### config.mk
export PLATFORM = sky130hd
export DESIGN_NAME = potm_ctrl
export DESIGN_NICKNAME = d
export VERILOG_FILES = /design/src/shared/potm_pkg.sv /design/src/verilog/potm_ctrl.sv /design/src/verilog/potm_group_xfer.sv
export SDC_FILE = /design/constraint.sdc
export NUM_CORES = 1
export LEC_CHECK = 0
export BUFFER_PORTS_ARGS = -buffer_cell sky130_fd_sc_hd__buf_2
export CORE_MARGIN = 8
export CORE_UTILIZATION = 45
export DETAILED_ROUTE_END_ITERATION = 10
export SLEW_MARGIN = 5
export SYNTH_ARGS = -nofsm -noshare
export SYNTH_HDL_FRONTEND = slang
export SYNTH_SLANG_ARGS = --single-unit
### constraint.sdc
create_clock -name clock_in -period 4.8 [get_ports clock_in]
set_input_delay 0.72 -clock clock_in [delete_from_list [all_inputs] [get_ports clock_in]]
set_output_delay 0.72 -clock clock_in [all_outputs]
set_load 0.005 [all_outputs]
### src/shared/potm_pkg.sv
/*
  constants for the timed pattern unit trigger and mode control block:
  register offsets, field positions, reset values and widths.
  assumes a plain register port with byte-wide data in the low bits.
*/
package potm_pkg;
  // register offsets on the plain register port
  localparam logic [3:0] POTM_OFS_TRIG_SEL = 4'h0;
  localparam logic [3:0] POTM_OFS_MODE = 4'h1;
  localparam logic [3:0] POTM_OFS_NEXT_DATA = 4'h2;
  localparam logic [3:0] POTM_OFS_NEXT_DATA_HI = 4'h3;
  localparam logic [3:0] POTM_OFS_OUT_EN = 4'h4;
  localparam logic [3:0] POTM_OFS_OUT_EN_HI = 4'h5;
  localparam logic [3:0] POTM_OFS_LATCH = 4'h6;
  localparam logic [3:0] POTM_OFS_LATCH_HI = 4'h7;
  // reset values
  localparam logic [7:0] POTM_TRIG_SEL_RST = 8'hff;
  localparam logic [7:0] POTM_MODE_RST = 8'hf0;
  localparam logic [15:0] POTM_DATA_RST = 16'h0000;
  // reserved upper bits of the mode register
  localparam logic [3:0] POTM_MODE_RSVD = 4'hf;
  // geometry
  localparam int POTM_GROUPS = 4;
  localparam int POTM_GROUP_W = 4;
  localparam int POTM_CHANNELS = 4;
  localparam int POTM_SEL_W = 2;
endpackage : potm_pkg

### src/verilog/potm_ctrl.sv
/*
  trigger source and output mode control for a 16-bit timed pattern
  unit, with staged data, enables and port latches behind a plain
  register port. assumes timer compare events are one-cycle pulses from
  logic on the same clock, and standby init drives resetn_in low.
*/
// Design decisions made here: the strobed register port and the address map.
//
// Function
// - bits 7:6 pick group 3 trigger
// - bits 5:4 pick group 2 trigger
// - bits 3:2 pick group 1 trigger
// - bits 1:0 pick group 0 trigger
// - field is binary channel index
// - trigger select resets to all ones
// - mode register resets to f0
// - mode upper nibble reads one, fixed
// - mode bit n steers group n
// - normal mode updates on match a
// - nonoverlap updates on a and b
// - enabled bits copy staged data
// - match a moves all enabled bits
// - match b moves only zero bits
module potm_ctrl
  import potm_pkg::*;
(
  input wire logic clock_in,
  input wire logic resetn_in,
  input wire logic [3:0] addr_in,
  input wire logic [7:0] wdata_in,
  input wire logic write_in,
  input wire logic read_in,
  output logic [7:0] rdata_out,
  input wire logic [POTM_CHANNELS-1:0] match_a_in,
  input wire logic [POTM_CHANNELS-1:0] match_b_in,
  output logic [15:0] pattern_out,
  output logic [POTM_GROUPS-1:0] group_load_out
);
  // software visible state
  logic [7:0] trig_sel_reg;
  logic [7:0] trig_sel_next;
  logic [3:0] mode_reg; // only the writable lower nibble is stored
  logic [3:0] mode_next;
  logic [15:0] staged_reg; // staged next data
  logic [15:0] staged_next;
  logic [15:0] enable_reg; // per-bit output enable
  logic [15:0] enable_next;
  logic [15:0] latch_reg; // port data latch
  logic [15:0] latch_next;
  logic [7:0] rdata_reg;
  logic [7:0] rdata_next;
  logic [POTM_GROUPS-1:0] load_reg;
  logic [15:0] xfer_latch; // latch after this cycle's triggers
  logic [POTM_GROUPS-1:0] xfer_load;

  // per-group transfer units, one instance each
  genvar g;
  generate
    for (g = 0; g < POTM_GROUPS; g++)
    begin : g_grp
      // group field at bits 2g+1:2g, also
      // mode bit g steers group g
      potm_group_xfer u_xfer (
        .sel_in(trig_sel_reg[g*POTM_SEL_W +: POTM_SEL_W]),
        .nonoverlap_in(mode_reg[g]),
        .match_a_in(match_a_in),
        .match_b_in(match_b_in),
        .staged_in(staged_reg[g*POTM_GROUP_W +: POTM_GROUP_W]),
        .enable_in(enable_reg[g*POTM_GROUP_W +: POTM_GROUP_W]),
        .latch_in(latch_reg[g*POTM_GROUP_W +: POTM_GROUP_W]),
        .latch_next_out(xfer_latch[g*POTM_GROUP_W +: POTM_GROUP_W]),
        .load_out(xfer_load[g])
      );
    end
  endgenerate

  // register writes and latch updates
  always_comb
  begin
    trig_sel_next = trig_sel_reg;
    mode_next = mode_reg;
    staged_next = staged_reg;
    enable_next = enable_reg;
    latch_next = xfer_latch;
    if (write_in)
    begin
      unique case (addr_in)
        POTM_OFS_TRIG_SEL: trig_sel_next = wdata_in;
        POTM_OFS_MODE: mode_next = wdata_in[3:0];
        POTM_OFS_NEXT_DATA: staged_next[7:0] = wdata_in;
        POTM_OFS_NEXT_DATA_HI: staged_next[15:8] = wdata_in;
        POTM_OFS_OUT_EN: enable_next[7:0] = wdata_in;
        POTM_OFS_OUT_EN_HI: enable_next[15:8] = wdata_in;
        // a hardware transfer in the same cycle wins over the write
        POTM_OFS_LATCH:
          latch_next[7:0] = (xfer_load[0] || xfer_load[1]) ?
                            xfer_latch[7:0] : wdata_in;
        POTM_OFS_LATCH_HI:
          latch_next[15:8] = (xfer_load[2] || xfer_load[3]) ?
                             xfer_latch[15:8] : wdata_in;
        default: ; // unmapped writes are dropped
      endcase
    end
  end

  // read mux, data shows in the next cycle only
  always_comb
  begin
    rdata_next = 8'h00;
    if (read_in)
    begin
      unique case (addr_in)
        POTM_OFS_TRIG_SEL: rdata_next = trig_sel_reg;
        POTM_OFS_MODE: rdata_next = {POTM_MODE_RSVD, mode_reg};
        POTM_OFS_NEXT_DATA: rdata_next = staged_reg[7:0];
        POTM_OFS_NEXT_DATA_HI: rdata_next = staged_reg[15:8];
        POTM_OFS_OUT_EN: rdata_next = enable_reg[7:0];
        POTM_OFS_OUT_EN_HI: rdata_next = enable_reg[15:8];
        POTM_OFS_LATCH: rdata_next = latch_reg[7:0];
        POTM_OFS_LATCH_HI: rdata_next = latch_reg[15:8];
        default: rdata_next = 8'h00; // unmapped reads zero
      endcase
    end
  end

  // state registers
  always_ff @(posedge clock_in or negedge resetn_in)
  begin
    if (!resetn_in)
    begin
      trig_sel_reg <= POTM_TRIG_SEL_RST;
      mode_reg <= POTM_MODE_RST[3:0];
      staged_reg <= POTM_DATA_RST;
      enable_reg <= POTM_DATA_RST;
      latch_reg <= POTM_DATA_RST;
      rdata_reg <= 8'h00;
      load_reg <= '0;
    end
    else
    begin
      trig_sel_reg <= trig_sel_next;
      mode_reg <= mode_next;
      staged_reg <= staged_next;
      enable_reg <= enable_next;
      latch_reg <= latch_next;
      rdata_reg <= rdata_next;
      load_reg <= xfer_load;
    end
  end

  assign rdata_out = rdata_reg;
  assign pattern_out = latch_reg;
  assign group_load_out = load_reg;

  a_grp0_normal_a: assert property (@(posedge clock_in)
    disable iff (!resetn_in)
    (mode_reg[0] == 1'b0 && match_a_in[trig_sel_reg[1:0]] && !write_in)
    |=> (pattern_out[3:0] == (($past(latch_reg[3:0]) &
         ~$past(enable_reg[3:0])) |
         ($past(staged_reg[3:0]) & $past(enable_reg[3:0])))))
    else $error("group 0 normal transfer wrong");

  a_normal_no_b: assert property (@(posedge clock_in)
    disable iff (!resetn_in)
    (mode_reg[1] == 1'b0 && !match_a_in[trig_sel_reg[3:2]] && !write_in)
    |=> $stable(pattern_out[7:4]))
    else $error("group 1 changed without match a");

  a_nonov_b_zero: assert property (@(posedge clock_in)
    disable iff (!resetn_in)
    (mode_reg[2] && !match_a_in[trig_sel_reg[5:4]] &&
     match_b_in[trig_sel_reg[5:4]] && !write_in)
    |=> (pattern_out[11:8] == ($past(latch_reg[11:8]) &
         ~($past(enable_reg[11:8]) & ~$past(staged_reg[11:8])))))
    else $error("match b transfer wrong");

  // match a moves every enabled bit
  a_nonov_a_all: assert property (@(posedge clock_in)
    disable iff (!resetn_in)
    (mode_reg[3] && match_a_in[trig_sel_reg[7:6]] && !write_in)
    |=> ((pattern_out[15:12] & $past(enable_reg[15:12])) ==
         ($past(staged_reg[15:12]) & $past(enable_reg[15:12]))))
    else $error("match a nonoverlap transfer wrong");

  a_disabled_hold: assert property (@(posedge clock_in)
    disable iff (!resetn_in)
    (!write_in)
    |=> ((pattern_out & ~$past(enable_reg)) ==
         ($past(latch_reg) & ~$past(enable_reg))))
    else $error("disabled bit changed");

  a_mode_rsvd_read: assert property (@(posedge clock_in)
    disable iff (!resetn_in)
    (read_in && addr_in == POTM_OFS_MODE)
    |=> (rdata_out[7:4] == 4'hf))
    else $error("reserved mode bits not one");

  // group 3 follows its own field
  a_grp3_select: assert property (@(posedge clock_in)
    disable iff (!resetn_in)
    (!match_a_in[trig_sel_reg[7:6]] && !match_b_in[trig_sel_reg[7:6]]
     && !write_in)
    |=> $stable(pattern_out[15:12]))
    else $error("group 3 moved on unselected channel");

  a_load_pulse: assert property (@(posedge clock_in)
    disable iff (!resetn_in)
    (group_load_out[0]) |-> ($past(xfer_load[0]) &&
      $past(enable_reg[3:0]) != 4'h0))
    else $error("load flag without transfer");

  a_sel_readback: assert property (@(posedge clock_in)
    disable iff (!resetn_in)
    (write_in && addr_in == POTM_OFS_TRIG_SEL)
    ##1 (read_in && addr_in == POTM_OFS_TRIG_SEL && !write_in)
    |=> (rdata_out == $past(wdata_in, 2)))
    else $error("trigger select readback wrong");

  a_grp1_normal_a: assert property (@(posedge clock_in)
    disable iff (!resetn_in)
    (mode_reg[1] == 1'b0 && match_a_in[trig_sel_reg[3:2]] && !write_in)
    |=> (pattern_out[7:4] == (($past(latch_reg[7:4]) &
         ~$past(enable_reg[7:4])) |
         ($past(staged_reg[7:4]) & $past(enable_reg[7:4])))))
    else $error("group 1 normal transfer wrong");

  a_grp2_normal_a: assert property (@(posedge clock_in)
    disable iff (!resetn_in)
    (mode_reg[2] == 1'b0 && match_a_in[trig_sel_reg[5:4]] && !write_in)
    |=> (pattern_out[11:8] == (($past(latch_reg[11:8]) &
         ~$past(enable_reg[11:8])) |
         ($past(staged_reg[11:8]) & $past(enable_reg[11:8])))))
    else $error("group 2 normal transfer wrong");

  a_grp3_normal_a: assert property (@(posedge clock_in)
    disable iff (!resetn_in)
    (mode_reg[3] == 1'b0 && match_a_in[trig_sel_reg[7:6]] && !write_in)
    |=> (pattern_out[15:12] == (($past(latch_reg[15:12]) &
         ~$past(enable_reg[15:12])) |
         ($past(staged_reg[15:12]) & $past(enable_reg[15:12])))))
    else $error("group 3 normal transfer wrong");

  // group 0 match b clears zeros only
  a_grp0_nonov_b: assert property (@(posedge clock_in)
    disable iff (!resetn_in)
    (mode_reg[0] && !match_a_in[trig_sel_reg[1:0]] &&
     match_b_in[trig_sel_reg[1:0]] && !write_in)
    |=> (pattern_out[3:0] == ($past(latch_reg[3:0]) &
         ~($past(enable_reg[3:0]) & ~$past(staged_reg[3:0])))))
    else $error("group 0 match b transfer wrong");

  // group 0 match a moves every enabled bit
  a_grp0_nonov_a: assert property (@(posedge clock_in)
    disable iff (!resetn_in)
    (mode_reg[0] && match_a_in[trig_sel_reg[1:0]] && !write_in)
    |=> ((pattern_out[3:0] & $past(enable_reg[3:0])) ==
         ($past(staged_reg[3:0]) & $past(enable_reg[3:0]))))
    else $error("group 0 match a nonoverlap transfer wrong");

  // a and b together, a wins
  a_grp1_ab_same: assert property (@(posedge clock_in)
    disable iff (!resetn_in)
    (mode_reg[1] && match_a_in[trig_sel_reg[3:2]] &&
     match_b_in[trig_sel_reg[3:2]] && !write_in)
    |=> ((pattern_out[7:4] & $past(enable_reg[7:4])) ==
         ($past(staged_reg[7:4]) & $past(enable_reg[7:4]))))
    else $error("group 1 joint event transfer wrong");

  // group 0 normal mode waits for match a
  a_grp0_no_a: assert property (@(posedge clock_in)
    disable iff (!resetn_in)
    (mode_reg[0] == 1'b0 && !match_a_in[trig_sel_reg[1:0]] && !write_in)
    |=> $stable(pattern_out[3:0]))
    else $error("group 0 changed without match a");

  // select write lands on the next edge
  a_trig_write: assert property (@(posedge clock_in)
    disable iff (!resetn_in)
    (write_in && addr_in == POTM_OFS_TRIG_SEL)
    |=> (trig_sel_reg == $past(wdata_in)))
    else $error("trigger select write lost");

  // mode write keeps only the group bits
  a_mode_write: assert property (@(posedge clock_in)
    disable iff (!resetn_in)
    (write_in && addr_in == POTM_OFS_MODE)
    |=> (mode_reg == $past(wdata_in[3:0])))
    else $error("mode write lost");

  // read data only stands after a read strobe
  a_rdata_idle: assert property (@(posedge clock_in)
    disable iff (!resetn_in)
    (!read_in)
    |=> (rdata_out == 8'h00))
    else $error("read data without read strobe");

  // select is all ones as reset lifts
  a_trig_reset: assert property (@(posedge clock_in)
    $rose(resetn_in) |-> (trig_sel_reg == POTM_TRIG_SEL_RST))
    else $error("trigger select reset value wrong");

  // every group starts in normal mode
  a_mode_reset: assert property (@(posedge clock_in)
    $rose(resetn_in) |-> (mode_reg == POTM_MODE_RST[3:0]))
    else $error("mode reset value wrong");

  // a same-cycle transfer beats a latch write
  a_latch_collide: assert property (@(posedge clock_in)
    disable iff (!resetn_in)
    (write_in && addr_in == POTM_OFS_LATCH && xfer_load[0])
    |=> (pattern_out[7:0] == $past(xfer_latch[7:0])))
    else $error("latch write beat a transfer");

  // a quiet latch byte takes the software value
  a_latch_write: assert property (@(posedge clock_in)
    disable iff (!resetn_in)
    (write_in && addr_in == POTM_OFS_LATCH && !xfer_load[0] &&
     !xfer_load[1])
    |=> (pattern_out[7:0] == $past(wdata_in)))
    else $error("latch write lost");

  // a load flag needs a selected event
  a_load_event: assert property (@(posedge clock_in)
    disable iff (!resetn_in)
    (group_load_out[1]) |-> ($past(match_a_in[trig_sel_reg[3:2]]) ||
      ($past(mode_reg[1]) && $past(match_b_in[trig_sel_reg[3:2]]))))
    else $error("group 1 load without event");
endmodule // potm_ctrl

### src/verilog/potm_group_xfer.sv
/*
  one output group's transfer logic: picks the selected channel's
  compare events and computes the next port latch nibble.
  assumes compare events are one-cycle pulses on the system clock.
*/
module potm_group_xfer
  import potm_pkg::*;
(
  input wire logic [POTM_SEL_W-1:0] sel_in,
  input wire logic nonoverlap_in,
  input wire logic [POTM_CHANNELS-1:0] match_a_in,
  input wire logic [POTM_CHANNELS-1:0] match_b_in,
  input wire logic [POTM_GROUP_W-1:0] staged_in,
  input wire logic [POTM_GROUP_W-1:0] enable_in,
  input wire logic [POTM_GROUP_W-1:0] latch_in,
  output logic [POTM_GROUP_W-1:0] latch_next_out,
  output logic load_out
);
  logic ev_a; // selected channel match a
  logic ev_b; // selected channel match b
  logic [POTM_GROUP_W-1:0] take; // bits copied this cycle

  // next nibble from current settings and events
  always_comb
  begin
    ev_a = match_a_in[sel_in];
    ev_b = match_b_in[sel_in];
    take = '0;
    if (nonoverlap_in)
    begin
      if (ev_a)
        take = enable_in;
      else if (ev_b)
        take = enable_in & ~staged_in;
    end
    // normal mode on match a only
    else if (ev_a)
      take = enable_in;
    latch_next_out = (latch_in & ~take) | (staged_in & take);
    load_out = |take;
  end
endmodule // potm_group_xfer
==> results.json, run 1 <==
{
  "outcome": "finished, final reports clean",
  "layout_min_cycle_time_ns": 2.74,
  "rows": 34,
  "antenna_found_initial": 0,
  "syn-cell-area_um2": 3880,
  "dp.cells": 474,
  "dpl.hpwl_um": 7320,
  "yosysMostFrequentCell": "dfrtp_1",
  "wl_per_cell_um": 20.6,
  "worstPathRequired_ns": 5.04,
  "grt_pass1_vias": 2865,
  "yosysSeqAreaShare_pct": 46.7,
  "synth_top_cell_by_area": "dfrtp_1",
  "grt_max_degree": 73,
  "power_density_nw_per_um2": 494,
  "synth_cells": 328,
  "hold_buffers": 0,
  "ys_top_cells_by_area": "dfrtp_1 41%, mux2_1 10%, mux4_2 8.1%, mux2_4 6.2%, dfstp_2 5.4%",
  "die_w_um": 109,
  "routed-via-count": 2794,
  "core-area_um2": 8550,
  "die_h_um": 109,
  "ys_top_cells_by_count": "64 x dfrtp_1, 35 x mux2_1, 26 x nand2b_1",
  "path_max_fanout": 8,
  "wirelength_um": 10100,
  "post-cts-setup-buffers": 0,
  "place_area_um2": 4210,
  "synth-edff-count": 0,
  "finClkSkew_ns": 0.0118,
  "peakVddDrop_v": 0.000184,
  "worst-r2r-cell-count": 4,
  "nFillCells": 760,
  "drv_cap": 0,
  "h-tree-depth": 3,
  "rsz0062_at_grt": "no",
  "worstSetupPathType": "register to register",
  "ys_types": 30,
  "root_buffer": "clkbuf_8",
  "final_antenna_net_count": 0,
  "worst_slack_ns": 2.06,
  "nNetsFinal": 401,
  "synth_seq_cells": 72,
  "ys_warn_count": 0,
  "period_share_pct": 57.0,
  "drc": 0,
  "ys_async_sr_fraction_pct": 100,
  "grt_pass1_wl_um": 16400,
  "area.growth.synth_to_final_pct": 14.2,
  "gp_congestion": 0.878,
  "io_pins": 52,
  "crit_arrival_ns": 2.97,
  "ys.flop_type": "dfrtp_1",
  "worst_hold_path_type": "primary input to asynchronous set/reset pin",
  "layout-drive-gt1-share_pct": 27.7,
  "portBuffers": 51,
  "cts_buffers": 9,
  "p_leak_uw": 0.00200,
  "total_power_uw": 2190,
  "grt_usage_pct": 18.2,
  "crit_path_end_kind": "register",
  "place_ws_ns": 1.88,
  "stdcell_area_um2": 4430,
  "synth.top_cell.area_share_pct": 41.3,
  "ctsResizeCount": 0,
  "start_util_pct": 45.4,
  "relSlewSlack_pct": 15.5,
  "worstSetupStartpointType": "register",
  "postSynthAreaPerCell_um2": 11.8,
  "dieArea_um2": 11900,
  "setup_tns_ns": 0,
  "hold_viol_final": 0,
  "regArea_um2": 1810,
  "worst_pin_slew_ns": 1.27,
  "post_drt_via_cell_ratio": 5.70,
  "grt_remaining_overflow": 0,
  "drv_slew": 0,
  "clockBufferDepth": 2,
  "fin_cells": 490,
  "setup_viol": 0,
  "clkSinkCount": 72,
  "multi_input_area_um2": 1940,
  "cts.clk_slew.worst_paths_ns": 0.08,
  "drt-pass1-iter-count": 4,
  "fmax_mhz": 366,
  "tritoncts": "built",
  "clk_latency_ns": 0.35,
  "insertedDiodeCount": 0,
  "drtIter0Drc": 149,
  "synthesis.nets": 352
}
==> logic make-up after synthesis <==
logic type | after synthesis | share of synthesized area (%)
flops | 72 | 46.7
compound gates | 62 | 9.25
buf+inv | 30 | 3.29
mux | 84 | 29.4
simple gates | 80 | 11.4
==> final timing paths <==
| path | from | end | slack, ns |
|---|---|---|---|
| worst min-delay path | resetn_in | staged_reg[2] | 0.48 |
| worst max-delay path | trig_sel_reg[0] | pattern_out[4] | 2.06 |
| worst max register to register | trig_sel_reg[0] | pattern_out[4] | 2.06 |
| worst min register to register | staged_reg[2] | staged_reg[2] | 0.52 |
| min in group clock_in | staged_reg[2] | staged_reg[2] | 0.52 |
| max in group asynchronous | resetn_in | group_load_out[2] | 3.71 |
==> critical path: stages, from the launching register on <==
cell and delay [ns]:
dfstp_2 0.60, mux4_2 0.59, a22o_1 0.25, or4_1 0.79
mux2_4 0.39
==> area by class of cell <==
type | instances | share of cell area, %
Multi-Input combinational cell | 226 | 43.8
Sequential cell | 72 | 40.9
Clock buffer | 11 | 3.19
Clock inverter | 5 | 1.81
Timing Repair Buffer | 51 | 5.81
Inverter | 17 | 1.44
Tap cell | 108 | 3.05
==> power by group <==
group          switching, uW  total [uW]  internal [uW]
clock                    232         538            306
combinational            283         662            379
sequential               197         990            793
==> routing by layer <==
| layer | part of all wire [%] | vias to the layer above | GRT usage, % |
|---|---|---|---|
| met2 | 46 | 74 | 27.7 |
| met4 | 1.4 | 0 | 6.45 |
| met1 | 47 | 1412 | 25.1 |
| met5 | 0 | - | 0 |
| li1 | - | 1296 | - |
| met3 | 5.7 | 12 | 3.84 |
==> per-stage QoR <==
| stage | utilization, % | hold slack, ns |
|---|---|---|
| 6_report | 51.8 | 0.484 |
| 5_1_grt | 51.8 | 0.556 |
| 4_1_cts | 51.8 | 0.521 |
| 3_5_place_dp | 49.3 | 0.502 |
| 3_3_place_gp | 49.3 | 0.502 |
| 2_1_floorplan | - | 0.424 |
==> cells in the final DEF, fill, tap and decap left out <==
cell and count:
nor3b_2 1, clkinv_2 1, or4_4 1, o22ai_1 5
clkinvlp_4 2, o21ai_1 11, nand2b_1 26, mux2_1 35
mux4_2 14, nand2_1 18, nor2_1 13, clkbuf_8 10
o211ai_1 1, a31oi_1 17, or4_1 5, a22o_1 4
or2_1 4, mux2_4 16, mux2i_1 19, nor2b_1 3
dfstp_2 8, nor3b_1 2, buf_2 50, clkbuf_1 1
buf_4 1, a21oi_1 22, nand3_1 1, bufinv_16 2
nand4_1 4, dfrtp_1 64, o21ai_0 1, o311ai_1 1
nand3b_1 2, inv_1 17
No activity file was read; power rests on OpenSTA's default activity.
==> run 2: changes to the inputs <==
clock period = 2.8 ns   (was 4.8 ns; I/O delays follow)
==> run 2 against run 1 <==
Compared with the run above: sequential cell count stayed put; clock power is 78% higher; non-clock buffer count grew 8; sequential power is 69% higher; first-iteration DRC count rose by 40%; total power grew 74%; critical path depth unchanged; largest cell class unchanged; combinational power is 80% higher; global-route usage increased by 0.077 points.
==> results.json, run 2 (same netlist as run 1, synthesis figures left out) <==
{
  "relSlewSlack_pct": 38.7,
  "worstSetupStartpointType": "register",
  "worst_pin_slew_ns": 0.920,
  "setup_tns_ns": 0,
  "hold_viol_final": 0,
  "nFillCells": 758,
  "cts_buffers": 9,
  "final_antenna_net_count": 0,
  "rsz0062_at_grt": "no",
  "die_h_um": 109,
  "grt_usage_pct": 18.3,
  "clkSinkCount": 72,
  "total_power_uw": 3820,
  "grt_pass1_vias": 2846,
  "p_leak_uw": 0.00205,
  "h-tree-depth": 3,
  "grt_remaining_overflow": 0,
  "post-cts-setup-buffers": 0,
  "wirelength_um": 10400,
  "worstPathRequired_ns": 3.03,
  "tritoncts": "built",
  "crit_arrival_ns": 2.87,
  "die_w_um": 109,
  "worst_hold_path_type": "primary input to asynchronous set/reset pin",
  "start_util_pct": 45.4,
  "post_drt_via_cell_ratio": 5.78,
  "layout_commonest_cell": "dfrtp_1",
  "clockBufferDepth": 2,
  "crit_path_end_kind": "register",
  "root_buffer": "clkbuf_8",
  "drtIter0Drc": 209,
  "dpl.hpwl_um": 7400,
  "drv_cap": 0,
  "core-area_um2": 8550,
  "place_ws_ns": 0.173,
  "insertedDiodeCount": 0,
  "clk_latency_ns": 0.35,
  "drt-pass1-iter-count": 6,
  "gp_congestion": 0.964,
  "wl_per_cell_um": 20.8,
  "layout-drive-gt1-share_pct": 29.2,
  "worst_slack_ns": 0.152,
  "fin_util_pct": 52.7,
  "grt_pass1_wl_um": 16400,
  "period_share_pct": 94.6,
  "nNetsFinal": 409,
  "peakVddDrop_v": 0.000320,
  "drv_slew": 0,
  "place_area_um2": 4270,
  "antenna_found_initial": 0,
  "stdcell_area_um2": 4500,
  "finClkSkew_ns": 0.0121,
  "cts.clk_slew.worst_paths_ns": 0.08,
  "grt_max_degree": 73,
  "area.growth.synth_to_final_pct": 16.0,
  "io_pins": 52,
  "dieArea_um2": 11900,
  "portBuffers": 51,
  "layout_min_cycle_time_ns": 2.65,
  "worstSetupPathType": "register to register",
  "outcome": "finished, final reports clean",
  "final_cell_mix": "64 x dfrtp_1, 50 x buf_2, 35 x mux2_1",
  "path_max_fanout": 8,
  "hold_buffers": 0,
  "drc": 0,
  "fmax_mhz": 378,
  "ctsResizeCount": 0,
  "ff2ff_setup_slack_ns": 0.15,
  "routed-via-count": 2877,
  "power_density_nw_per_um2": 849,
  "setup_viol": 0,
  "rows": 34
}
run 2: changes by cell type in the layout (fill, tap and decap cells not counted):
cell        change
clkinv_4        +1
buf_4           +8
clkinvlp_4      -1
clkinv_2        -1
clkbuf_8        +1
run 2: layer usage:
metal | share of wire [%] | GRT usage [%] | vias to the layer above
met5 | 0 | 0 | -
met4 | 1.5 | 5.47 | 0
met3 | 5.5 | 3.84 | 14
met2 | 46 | 27.8 | 97
met1 | 47 | 25.6 | 1441
li1 | - | - | 1325
run 2: power breakdown:
part | internal [uW] | switching, uW
sequential | 1360 | 311
combinational | 672 | 523
clock | 553 | 403
total | 2580 | 1240
run 2: path summary, 6_finish.rpt:
path                                      start              to  cells after the start
worst min register to register    staged_reg[6]   staged_reg[6]                      1
worst max register to register  trig_sel_reg[0]  pattern_out[4]                      4
worst max-delay path            trig_sel_reg[0]  pattern_out[4]                      4
worst min-delay path                  resetn_in   enable_reg[3]                      1
min in group clock_in               wdata_in[7]  staged_reg[15]                      3
max in group asynchronous             resetn_in   enable_reg[4]                      1
run 2: layout make-up:
cell class	instances	area, um^2	share of cell area (%)
clock buffers	12	155	3.45
clock inverters	4	76.3	1.69
inverters	17	63.8	1.42
multi-input cells	226	1940	43.2
flip-flops and latches	72	1810	40.2
well taps	108	135	3.00
repair buffers	59	318	7.06
run 2: metrics by stage:
stage / std cells / hold WS (ns)
2_1_floorplan: 328 / 0.124
3_3_place_gp: 482 / 0.506
3_5_place_dp: 482 / 0.515
4_1_cts: 498 / 0.230
5_1_grt: 498 / 0.245
6_report: 498 / 0.182
run 2: critical path, cell delays in order, from the launching register on:
cell and delay, ns:
dfstp_2 0.57, mux4_2 0.57, a22o_1 0.25, or4_1 0.76, mux2_4 0.38
==> run 3: changes to the inputs <==
clock period = 3.3 ns   (was 2.8 ns; I/O delays follow)
==> run 3 against run 2 <==
Compared with the run above: cell count down 0.80%; non-clock buffer count down 5; sequential cell count stayed put; die area unchanged; clock-buffer cell count shrank 2; clock skew down 0.0020 ns; combinational power fell by 18%; setup slack improved by 0.50 ns; critical path type unchanged; largest power group unchanged; highest routed layer unchanged.
==> results.json, run 3 (same netlist as run 1, synthesis figures left out) <==
{
  "regToRegEndpoint": "pattern_out[4]",
  "clockPowerShare_pct": 26.8,
  "fin_util_pct": 52.5,
  "layout-drive-gt1-share_pct": 28.6,
  "die_h_um": 109,
  "final_cell_mix": "64 x dfrtp_1, 50 x buf_2, 35 x mux2_1",
  "hold_viol_final": 0,
  "p_leak_uw": 0.00203,
  "path_max_fanout": 8,
  "clockBufferDepth": 2,
  "netSwitchingPower_uw": 1060,
  "antenna_found_initial": 1,
  "worst_slack_ns": 0.649,
  "die_w_um": 109,
  "ff2ff_setup_slack_ns": 0.65,
  "place_area_um2": 4230,
  "r2r_start": "trig_sel_reg[0]",
  "gp_congestion": 0.880,
  "dieArea_um2": 11900,
  "wl_per_cell_um": 21.1,
  "fmax_mhz": 377,
  "ctsResizeCount": 0,
  "cpPeakStageDelay_ns": 0.76,
  "power_frac_seq_pct": 43.5,
  "grt_usage_pct": 18.6,
  "crit_path_end_kind": "register",
  "power.internal_uw": 2230,
  "clk_latency_ns": 0.35,
  "drtIter0Drc": 174,
  "worstSetupStartpointType": "register",
  "post_drt_via_cell_ratio": 5.76,
  "root_buffer": "clkbuf_8",
  "setup_tns_ns": 0,
  "crit_cells": 4,
  "drv_slew": 0,
  "start_util_pct": 45.4,
  "relSlewSlack_pct": 38.6,
  "drt-pass1-iter-count": 5,
  "worst_hold_path_type": "primary input to asynchronous set/reset pin",
  "grt_max_degree": 73,
  "layout_min_cycle_time_ns": 2.65,
  "wirelength_um": 10400,
  "power_density_nw_per_um2": 734,
  "nNetsFinal": 404,
  "finClkSkew_ns": 0.0101,
  "switching_share_pct": 32.2,
  "worstPathRequired_ns": 3.53,
  "grt_remaining_overflow": 0,
  "core-area_um2": 8550,
  "cp_top_family": "multiplexers",
  "grt_pass1_wl_um": 16900,
  "clkSinkCount": 72,
  "io_pins": 52,
  "cp_num_buf_inv": 0,
  "stdcell_area_um2": 4490,
  "place_ws_ns": 0.625,
  "drc": 0,
  "setup_viol": 0,
  "portBuffers": 51,
  "drv_cap": 0,
  "worst_pin_slew_ns": 0.921,
  "post-cts-setup-buffers": 0,
  "final_antenna_net_count": 0,
  "h-tree-depth": 3,
  "hold_buffers": 0,
  "cts.clk_slew.worst_paths_ns": 0.08,
  "rows": 34,
  "path_cells": "mux4_2, a22o_1, or4_1, mux2_4",
  "routed-via-count": 2845,
  "outcome": "finished, final reports clean",
  "area.growth.synth_to_final_pct": 15.6,
  "cts_buffers": 9,
  "dpl.hpwl_um": 7640,
  "peakVddDrop_v": 0.000306,
  "worst-r2r-cell-count": 4,
  "crit_path_top_delay_cell": "or4_1",
  "tritoncts": "built",
  "grt_pass1_vias": 2983,
  "crit_arrival_ns": 2.88,
  "worstSetupPathType": "register to register",
  "combPwrFrac_pct": 29.7,
  "rsz0062_at_grt": "no",
  "period_share_pct": 80.3,
  "layout_commonest_cell": "dfrtp_1"
}
-- run 3: how the worst max path moves through the flow --
stage,startpoint,end,slack (ns)
after floorplan,trig_sel_reg[4],pattern_out[10],0.89
after global placement,match_a_in[3],pattern_out[2],0.67
after detailed placement,match_a_in[3],pattern_out[4],0.63
after CTS,trig_sel_reg[0],pattern_out[4],0.64
after global routing,trig_sel_reg[0],pattern_out[4],0.60
final,trig_sel_reg[0],pattern_out[4],0.65
-- run 3: per-layer routing --
| layer | wire, um | up-vias | GRT usage, % |
|---|---|---|---|
| li1 | - | 1307 | - |
| met1 | 4820 | 1436 | 25.4 |
| met2 | 4770 | 81 | 28.5 |
| met3 | 564 | 21 | 3.49 |
| met4 | 259 | 0 | 7.72 |
| met5 | 0 | - | 0 |
-- run 3: final cells by class --
type	instances	area [um^2]
timing repair buffer	54	280
clock inverter	6	115
clock buffer	10	138
fill	769	4060
sequential	72	1810
tap	108	135
inverter	17	63.8
antenna	1	2.50
multi-input combinational	226	1940
-- run 3: through the flow --
step / cells / total power, uW / hold WS (ns)
2_1_floorplan: 328 / 2020 / 0.199
3_3_place_gp: 477 / 2410 / 0.502
3_5_place_dp: 477 / 2430 / 0.508
4_1_cts: 493 / 3320 / 0.311
5_1_grt: 494 / 3490 / 0.343
6_report: 494 / 3290 / 0.261
-- run 3: power groups by stage --
stage	sequential (uW)	clock (uW)	combinational, uW
final	1430	883	978
after global routing	1470	931	1090
after CTS	1430	896	991
after detailed placement	1440	0	990
after global placement	1450	0	962
after floorplan	1360	0	659
